## config.mk

```make
export PLATFORM = sky130hd
export DESIGN_NAME = serial_port_edge_select
export DESIGN_NICKNAME = d
export VERILOG_FILES = /design/src/hw/edge_select_pkg.sv /design/src/hw/serial_port_edge_select.sv
export SDC_FILE = /design/constraint.sdc
export NUM_CORES = 1
export LEC_CHECK = 0
export BUFFER_PORTS_ARGS = -buffer_cell sky130_fd_sc_hd__buf_2
export CORE_MARGIN = 4
export CORE_UTILIZATION = 44
export CTS_CLUSTER_DIAMETER = 60
export CTS_CLUSTER_SIZE = 24
export DETAILED_ROUTE_END_ITERATION = 16
export GPL_TIMING_DRIVEN = 0
export PLACE_DENSITY_LB_ADDON = 0.3
export SYNTH_ARGS = -nofsm -noshare
export SYNTH_HDL_FRONTEND = slang
export SYNTH_SLANG_ARGS = --single-unit
```

## constraint.sdc

```tcl
create_clock -name CLK -period 5.7 [get_ports CLK]
set_input_delay 1.14 -clock CLK [delete_from_list [all_inputs] [get_ports CLK]]
set_output_delay 1.14 -clock CLK [all_outputs]
set_load 0.03 [all_outputs]
```

## src/hw/edge_select_pkg.sv

```systemverilog
// Package of constants and types for the serial port edge selection block.
package edge_select_pkg;

  // ----------------------------------------------------------------
  // Widths and depths
  // ----------------------------------------------------------------
  localparam int WORD_WIDTH = 10;
  localparam int FIFO_DEPTH = 8;
  localparam int SYNC_STAGES = 2;

  // ----------------------------------------------------------------
  // Reset values
  // ----------------------------------------------------------------
  localparam logic MODE_RESET = 1'b1;
  localparam logic [WORD_WIDTH-1:0] SHIFT_RESET = 10'h000;
  localparam logic [3:0] COUNT_RESET = 4'h0;

  // Interface mode latched at chip-select fall.
  typedef enum logic {
    MODE_SIGNAL_PROC,
    MODE_HOST_PROC
  } host_mode_type;

endpackage

```

## src/hw/serial_port_edge_select.sv

```systemverilog
// Serial port edge selection with input shifter, output shifter and word FIFO.
//
// Contract
// - Input data register samples on the shift clock or its inverse.
// - Strap low inverts the input sampling clock.
// - Inversion moves sampling by half a shift-clock period for more setup.
// - With inversion, output changes on the same edge that samples input.
// - Frame sync high at chip-select fall selects host mode, low signal-processor.
// - Strap high: host mode launch fall, sample rise; other mode opposite.
// - Strap low: host mode both on fall; signal-processor mode both on rise.
`timescale 1ns/1ps

// ------------------------------------------------------------------
// Word FIFO
// ------------------------------------------------------------------
module word_fifo #(
  parameter int WIDTH = 10,
  parameter int DEPTH = 8
) (
  input wire logic clk, // System clock.
  input wire logic rst_n, // Asynchronous reset, active low.
  input wire logic in_valid, // Word offered.
  output logic in_ready, // Room for a word.
  input wire logic [WIDTH-1:0] in_data, // Word written.
  output logic out_valid, // Word available.
  input wire logic out_ready, // Drain accepts.
  output logic [WIDTH-1:0] out_data // Oldest word.
);
  localparam int AW = $clog2(DEPTH);
  logic [WIDTH-1:0] mem_reg [DEPTH];
  logic [AW-1:0] wr_reg;
  logic [AW-1:0] rd_reg;
  logic [AW:0] cnt_reg;
  wire push = in_valid && in_ready;
  wire pop = out_valid && out_ready;

  // The count is one bit wider than the pointers, so that full and empty
  // stay distinct when the pointers meet.
  assign in_ready = (cnt_reg != (AW+1)'(DEPTH));
  assign out_valid = (cnt_reg != '0);
  assign out_data = mem_reg[rd_reg];

  always_ff @(posedge clk or negedge rst_n) begin
    if (!rst_n) begin
      wr_reg <= '0;
      rd_reg <= '0;
      cnt_reg <= '0;
    end else begin
      if (push) wr_reg <= wr_reg + AW'(1);
      if (pop) rd_reg <= rd_reg + AW'(1);
      cnt_reg <= cnt_reg + (AW+1)'(push) - (AW+1)'(pop);
    end
  end

  always_ff @(posedge clk) begin
    if (push) mem_reg[wr_reg] <= in_data;
  end
endmodule

// ------------------------------------------------------------------
// Top module
// ------------------------------------------------------------------
module serial_port_edge_select
  import edge_select_pkg::*;
(
  input wire logic CLK, // System clock, 10 MHz.
  input wire logic RSTN, // Asynchronous reset, active low.
  input wire logic SHIFT_CLK, // Serial shift clock pin.
  input wire logic CHIP_SELECT_N, // Chip select pin, active low.
  input wire logic FRAME_START_STROBE, // Frame sync pin.
  input wire logic CLOCK_INVERT_STRAP, // Strap; low inverts input sampling.
  input wire logic SERIAL_IN, // Serial data in pin.
  output logic SERIAL_OUT, // Serial data out pin.
  output logic HOST_PROCESSOR_MODE, // Latched interface mode.
  input wire logic [WORD_WIDTH-1:0] TX_DATA, // Word to shift out.
  output logic TX_LOAD, // Pulse: TX_DATA taken at chip-select fall.
  output logic RX_VALID, // Received word available.
  input wire logic RX_READY, // User accepts received word.
  output logic [WORD_WIDTH-1:0] RX_DATA // Received word.
);
  import edge_select_pkg::*;

  // ----------------------------------------------------------------
  // Pin synchronisers
  // ----------------------------------------------------------------
  // The shift clock is 800 ns, so system-clock sampling finds each edge.
  localparam int NPIN = 5;
  wire [NPIN-1:0] pin_raw = {SHIFT_CLK, CHIP_SELECT_N, FRAME_START_STROBE,
                             CLOCK_INVERT_STRAP, SERIAL_IN};
  logic [NPIN-1:0] sync1_reg;
  logic [NPIN-1:0] sync2_reg;
  logic [NPIN-1:0] prev_reg;

  genvar g;
  generate
    for (g = 0; g < NPIN; g++) begin : gen_sync
      always_ff @(posedge CLK or negedge RSTN) begin
        if (!RSTN) begin
          sync1_reg[g] <= 1'b1;
          sync2_reg[g] <= 1'b1;
          prev_reg[g] <= 1'b1;
        end else begin
          sync1_reg[g] <= pin_raw[g];
          sync2_reg[g] <= sync1_reg[g];
          prev_reg[g] <= sync2_reg[g];
        end
      end
    end
  endgenerate

  wire sclk = sync2_reg[4];
  wire cs_n = sync2_reg[3];
  wire frame = sync2_reg[2];
  wire strap = sync2_reg[1];
  wire sdi = sync2_reg[0];
  wire sclk_rise = sclk && !prev_reg[4];
  wire sclk_fall = !sclk && prev_reg[4];
  wire cs_fall = !cs_n && prev_reg[3];

  // ----------------------------------------------------------------
  // Edge selection functions
  // ----------------------------------------------------------------
  // Output bits move on the fall in host mode and on the rise otherwise.
  function automatic logic pick_launch(input logic host, input logic rise, input logic fall);
    return host ? fall : rise;
  endfunction

  // With the strap high the input is sampled on the edge opposite the launch
  // edge; with it low the sampling clock is inverted, which lands sampling on
  // the launch edge and buys the host half a period of extra setup.
  function automatic logic pick_sample(input logic strap_high, input logic host,
                                       input logic rise, input logic fall);
    return strap_high ? (host ? rise : fall) : pick_launch(host, rise, fall);
  endfunction

  // ----------------------------------------------------------------
  // Mode latch
  // ----------------------------------------------------------------
  host_mode_type mode_reg;
  host_mode_type mode_next;
  logic fs_high_reg;
  logic fs_high_next;
  logic armed_reg;
  logic armed_next;
  logic active_reg;
  logic active_next;

  // The frame sync level at the chip-select fall picks the interface mode.
  assign mode_next = cs_fall ? (frame ? MODE_HOST_PROC : MODE_SIGNAL_PROC) : mode_reg;

  always_ff @(posedge CLK or negedge RSTN) begin
    if (!RSTN) begin
      mode_reg <= MODE_HOST_PROC;
    end else begin
      mode_reg <= mode_next;
    end
  end

  // ----------------------------------------------------------------
  // Frame start qualification
  // ----------------------------------------------------------------
  // A signal-processor frame is begun only once frame sync has been seen high
  // while deselected and then low at a chip-select fall. The two falls need
  // not share a cycle, since the host may drop frame sync first.
  wire fs_high_idle = cs_n && frame;
  wire fs_walk_done = cs_fall && !frame && fs_high_reg;
  wire start_ok = frame || armed_reg || fs_walk_done;

  assign fs_high_next = cs_fall ? 1'b0 : (fs_high_reg || fs_high_idle);
  assign armed_next = armed_reg || fs_walk_done;
  // Raising chip select ends the frame at once; a partial word is dropped.
  assign active_next = cs_n ? 1'b0 : (cs_fall ? start_ok : active_reg);

  always_ff @(posedge CLK or negedge RSTN) begin
    if (!RSTN) begin
      fs_high_reg <= 1'b0;
    end else begin
      fs_high_reg <= fs_high_next;
    end
  end

  // Once armed the port stays armed, so later signal-processor frames may
  // keep frame sync low across chip-select cycles.
  always_ff @(posedge CLK or negedge RSTN) begin
    if (!RSTN) begin
      armed_reg <= 1'b0;
    end else begin
      armed_reg <= armed_next;
    end
  end

  always_ff @(posedge CLK or negedge RSTN) begin
    if (!RSTN) begin
      active_reg <= 1'b0;
    end else begin
      active_reg <= active_next;
    end
  end

  // ----------------------------------------------------------------
  // Edge selection
  // ----------------------------------------------------------------
  wire host_mode = (mode_reg == MODE_HOST_PROC);
  wire launch_edge = pick_launch(host_mode, sclk_rise, sclk_fall);
  wire sample_edge = pick_sample(strap, host_mode, sclk_rise, sclk_fall);
  // The strap is read live; changing it inside a frame gives undefined edges.
  wire launch_now = active_reg && launch_edge;
  wire sample_now = active_reg && sample_edge;

  // ----------------------------------------------------------------
  // Output shifter
  // ----------------------------------------------------------------
  logic [WORD_WIDTH-1:0] tx_shift_reg;
  logic [WORD_WIDTH-1:0] tx_shift_next;
  logic out_reg;
  logic out_next;
  logic load_reg;

  // The word is taken at the chip-select fall, so the first bit stands
  // before the first launch edge.
  assign tx_shift_next = cs_fall ? TX_DATA
                       : launch_now ? {tx_shift_reg[WORD_WIDTH-2:0], 1'b0}
                       : tx_shift_reg;
  assign out_next = cs_fall ? TX_DATA[WORD_WIDTH-1]
                  : launch_now ? tx_shift_reg[WORD_WIDTH-2]
                  : out_reg;

  always_ff @(posedge CLK or negedge RSTN) begin
    if (!RSTN) begin
      tx_shift_reg <= SHIFT_RESET;
    end else begin
      tx_shift_reg <= tx_shift_next;
    end
  end

  always_ff @(posedge CLK or negedge RSTN) begin
    if (!RSTN) begin
      out_reg <= 1'b0;
    end else begin
      out_reg <= out_next;
    end
  end

  always_ff @(posedge CLK or negedge RSTN) begin
    if (!RSTN) begin
      load_reg <= 1'b0;
    end else begin
      load_reg <= cs_fall;
    end
  end

  // ----------------------------------------------------------------
  // Input shifter
  // ----------------------------------------------------------------
  logic [WORD_WIDTH-1:0] rx_shift_reg;
  logic [WORD_WIDTH-1:0] rx_shift_next;
  logic [3:0] rx_count_reg;
  logic [3:0] rx_count_next;
  wire fifo_in_ready;
  wire [WORD_WIDTH-1:0] rx_word = {rx_shift_reg[WORD_WIDTH-2:0], sdi};
  wire word_done = sample_now && (rx_count_reg == 4'(WORD_WIDTH - 1));
  // A full FIFO drops the word; with eight words waiting, the user must drain before a ninth word completes.
  wire push = word_done && fifo_in_ready;

  assign rx_shift_next = (sample_now && !cs_fall) ? rx_word : rx_shift_reg;
  assign rx_count_next = cs_fall ? COUNT_RESET
                       : !sample_now ? rx_count_reg
                       : word_done ? COUNT_RESET
                       : rx_count_reg + 4'h1;

  always_ff @(posedge CLK or negedge RSTN) begin
    if (!RSTN) begin
      rx_shift_reg <= SHIFT_RESET;
    end else begin
      rx_shift_reg <= rx_shift_next;
    end
  end

  always_ff @(posedge CLK or negedge RSTN) begin
    if (!RSTN) begin
      rx_count_reg <= COUNT_RESET;
    end else begin
      rx_count_reg <= rx_count_next;
    end
  end

  // ----------------------------------------------------------------
  // Receive FIFO
  // ----------------------------------------------------------------
  word_fifo #(.WIDTH(WORD_WIDTH), .DEPTH(FIFO_DEPTH)) rx_fifo (
    .clk(CLK),
    .rst_n(RSTN),
    .in_valid(push),
    .in_ready(fifo_in_ready),
    .in_data(rx_word),
    .out_valid(RX_VALID),
    .out_ready(RX_READY),
    .out_data(RX_DATA)
  );

  // ----------------------------------------------------------------
  // Outputs
  // ----------------------------------------------------------------
  assign SERIAL_OUT = out_reg;
  assign HOST_PROCESSOR_MODE = host_mode;
  assign TX_LOAD = load_reg;
endmodule

```

# Word level (Yosys, flattened, before mapping)
# Memory sizes are Yosys's and may differ from the RTL's.
# Cells that the tools add are included.
# classes
n_eq_ne,2
mul,0
n_lt_le_gt_ge,0
reduce_logical,26
addsub,5
n_bitwise,0
mux,16
n_shift,0
n_div,0
# op_table
op,count
$mux W9,2
$logic_and A1 B1 Y1,13
$mux W4,3
$mux W1,11
$add A3 B1 Y3 const B,2
$reduce_bool A2 Y1,3
$logic_not A1 Y1,5
$add A4 B1 Y4,1
$add A4 B1 Y4 const B,1
$eq A4 B4 Y1 const B,1
$logic_or A1 B1 Y1,4
$ne A4 B4 Y1 const B,1
$reduce_bool A4 Y1,1
$sub A4 B1 Y4,1
# totals
output_inout_bits,14
mem_count,1
in_bits,18
mem_bits_rw,80
latch_bits,0
mem_bits_ro,0
elab_cells,74
register_bits,50
# mem_list
name,depth,width,rd,rd_ports_with_merged_regs,write_ports,line_no,text
rx_fifo.mem_reg,8,10,1,0,1,serial_port_edge_select.sv:30,logic [WIDTH-1:0] mem_reg [DEPTH];

# Longest topological paths before layout
# logic_depth
depth_word,10
depth_mapped,11
ltp_nobuf,11

# Hierarchy
# Synthesis repeated with hierarchy kept, for this count alone.
# unflattened
hier_cells,305
area_unflattened_um2,5332.6
# modules_own_cells
mod,cells_per_inst,seq_area_each_um2,instances,area_each_um2
word_fifo,172,2652.5,1,3663.5
serial_port_edge_select,133,1017.2,1,1669.1

# Worst setup path before layout
# No wires, ideal clock.
# synth_timing
path_kind,reg-to-output
startpoint,register rx_fifo.rd_reg[0]
endpoint,output port RX_DATA[9]
required_time_ns,4.560
setup_slack_ns,3.010
path_buffers,1
arrival_ns,1.550
stages_incl_launch_ff,4
path_cell_list,dfrtp_1 -> buf_2 -> mux4_2 -> mux2_2
# synth_via
elab_chain_len,1
# synth_lines
element,line_no,text
start: declaration,serial_port_edge_select.sv:32,logic [AW-1:0] rd_reg;
start signal: assignment,serial_port_edge_select.sv:50,if (pop) rd_reg <= rd_reg + AW'(1);
$mem_v2 Z8 W10,n/a,
end: declaration,serial_port_edge_select.sv:79,output logic [WORD_WIDTH-1:0] RX_DATA
# No other way between the ends.

# Worst setup path after layout
# layout_timing
startpoint,register rx_fifo.rd_reg[1]
endpoint,output port RX_DATA[6]
# The elaborated chain is that of the path after synthesis.

==> results_dict.tcl <==
set metrics [dict create \
    worstMarginPinSlew_ns 1.15 \
    yosys.area.top_type "edfxtp_1" \
    async_flop_share 0.385 \
    track_usage 0.147 \
    setup_ws_ns 2.28 \
    antenna_left 0 \
    vias 2553 \
    grt_pass1_wl_mm 14.6 \
    reg2reg_from "rx_count_reg[1]" \
    first_pass_iters 4 \
    diodes 0 \
    whs_endpoint "sdi" \
    reg2reg_to "rx_fifo.mem_reg[7][0]" \
    portBuffers 31 \
    cellLeakagePower_nw 2.42 \
    overflow 0 \
    cp_max_fo 10 \
    synth_seq_area_share 0.699 \
    status "complete, no violations" \
    min_path_cells 0 \
    dpl.hpwl_mm 5.61 \
    fillCellCount 909 \
    grt_max_degree 51 \
    fin_skew_ns 0.00650 \
    cts-root-buf "clkbuf_16" \
    finalSetupViolations 0 \
    worst_ep_required_time_ns 4.56 \
    cts_tree "done" \
    synth_edf_count 80 \
    largest_register_ffs 80 \
    hp-class "register to register" \
    min-delay-start "sync1_reg[0]" \
    initial_core_util 0.454 \
    cts_inserted_buffers 17 \
    critPathLaunchType "register" \
    clock_sinks 130 \
    antenna_found_initial 0 \
    reg2reg_depth 6 \
    min_period_over_period 0.600 \
    drt_wl_total_mm 9.00 \
    cts_max_level 4 \
    drive_above_1_share 0.417 \
    num_rows 39 \
    drtIter0Drc 178 \
    io_pins 32 \
    synthDominantCellAreaShare 0.458 \
    end_kind "output pin" \
    viasPerCell 5.13 \
    netlist_area_um2 5250 \
    cts_hold_buf 0 \
    synthFlopType "edfxtp_1" \
    synthCells 290 \
    p_per_area_nw_per_um2 487 \
    pre_cts_slack_ns 2.69 \
    synth.ff_latch_count 130 \
    drc 0 \
    place_congestion 0.718 \
    synth_nets 319 \
    max_freq_mhz 293 \
    syn_avg_cell_area_um2 18.1 \
    die_h_um 117 \
    period_minus_slack_ns 3.42 \
    arrival_ns 2.28 \
    hold_viol_final 0 \
    syn2layout_area_growth_pct 19.4 \
    synthTopCellsByArea "edfxtp_1, dfrtp_1, mux4_2" \
    post_cts_resized 0 \
    peakVddDrop_uv 296 \
    clk_latency_ns 0.41 \
    path_clk_slew_ns 0.06 \
    cts_buffer_depth 2 \
    rsz0062_at_grt "no" \
    finalMaxSlewViolations 0 \
    cap_viol_max_count 0 \
    relSlewSlack 0.231 \
    synth.distinct_cells 33 \
    synth_commonest_cells "edfxtp_1, dfrtp_1, mux2_2" \
    yosysWarnings 0 \
    layout.nets 371 \
    crit_type "register to output pin" \
    fp.dieArea_um2 13700 \
    die_width_um 117 \
    cts_setup_buffers 0 \
    core-area_um2 11600 \
    post_drt_wl_per_cell_um 18.1 \
    grt_pass1_vias 2788 \
    setup_tns_ns 0 \
    yosysMostFrequentCell "edfxtp_1" \
    rrSetupSlack_ns 2.85 \
]
-- critical path, stage by stage, from the launching register on --
cell and delay (ns):
dfrtp_1 0.39, clkbuf_1 0.59, mux4_2 0.41, mux2_2 0.29, buf_2 0.18
-- cell families (layout without fill, tap and decap cells) --
family          Yosys count  count (layout)  synth area share
compound gates           13              13            0.0162
xor+xnor                  7               7            0.0117
fa+ha+maj                11              11            0.0277
buf+inv                  24              89            0.0198
flops                   130             130             0.699
mux                      63              63             0.186
simple gates             42              42            0.0391
-- stage by stage --
stage | total power [W] | std cells | util | hold WS, ns | instance area (um2)
after CTS | 0.00309 | 498 | 0.542 | 0.356 | 6260
final | 0.00305 | 498 | 0.542 | 0.355 | 6260
after global routing | 0.00320 | 498 | 0.542 | 0.362 | 6260
after floorplan | 0.00172 | 290 | - | 0.345 | 5250
after global placement | 0.00188 | 464 | 0.483 | 0.345 | 5580
after detailed placement | 0.00190 | 466 | 0.485 | 0.347 | 5610
-- power by group --
part           internal, W  switching, W  total [W]
registers          0.00113     0.0000891    0.00122
clock network     0.000787      0.000391    0.00118
logic             0.000315      0.000340   0.000655
-- routing by layer --
layer / GRT usage / vias up / share of wire
li1: - / 1195 / -
met1: 0.178 / 1302 / 0.43
met2: 0.250 / 42 / 0.52
met3: 0.0545 / 14 / 0.038
met4: 0.0413 / 0 / 0.011
met5: 0 / - / 0
-- cells in the final DEF (no fill, tap or decap), types with 3 or more instances in the layout --
master and n:
mux2i_1 3, buf_2 36, ha_1 10, clkinvlp_4 4, nand3b_1 4, clkbuf_1 4
dfstp_2 13, nor2_1 13, mux2_2 30, nor3_1 3, bufinv_16 5, inv_1 15
nand3_1 5, mux2_4 9, o21ai_0 5, buf_6 3, nand2b_1 3, mux4_2 20
clkbuf_16 17, dfrtp_1 37, nand2_1 9, xnor2_1 6, edfxtp_1 80
-- worst max-delay path by stage --
stage / startpoint / endpoint / slack [ns]
finish: rx_fifo.rd_reg[1] / RX_DATA[6] / 2.28
global route: rx_fifo.rd_reg[1] / RX_DATA[6] / 2.15
CTS: rx_fifo.rd_reg[1] / RX_DATA[6] / 2.22
detailed placement: rx_fifo.rd_reg[1] / RX_DATA[6] / 2.69
global placement: HOST_PROCESSOR_MODE / rx_fifo.mem_reg[1][2] / 2.42
floorplan: rx_fifo.rd_reg[0] / RX_DATA[9] / 3.01
-- layout make-up --
cell class / instances / area (um2) / area share
Timing Repair Buffer: 33 / 178 / 0.0284
Multi-Input combinational cell: 136 / 1480 / 0.237
Sequential cell: 130 / 3670 / 0.586
Buffer: 9 / 47.5 / 0.00759
Tap cell: 143 / 179 / 0.0286
Inverter: 15 / 56.3 / 0.00899
Clock inverter: 13 / 208 / 0.0332
Clock buffer: 19 / 443 / 0.0707
(Power assumes the default switching activity.)
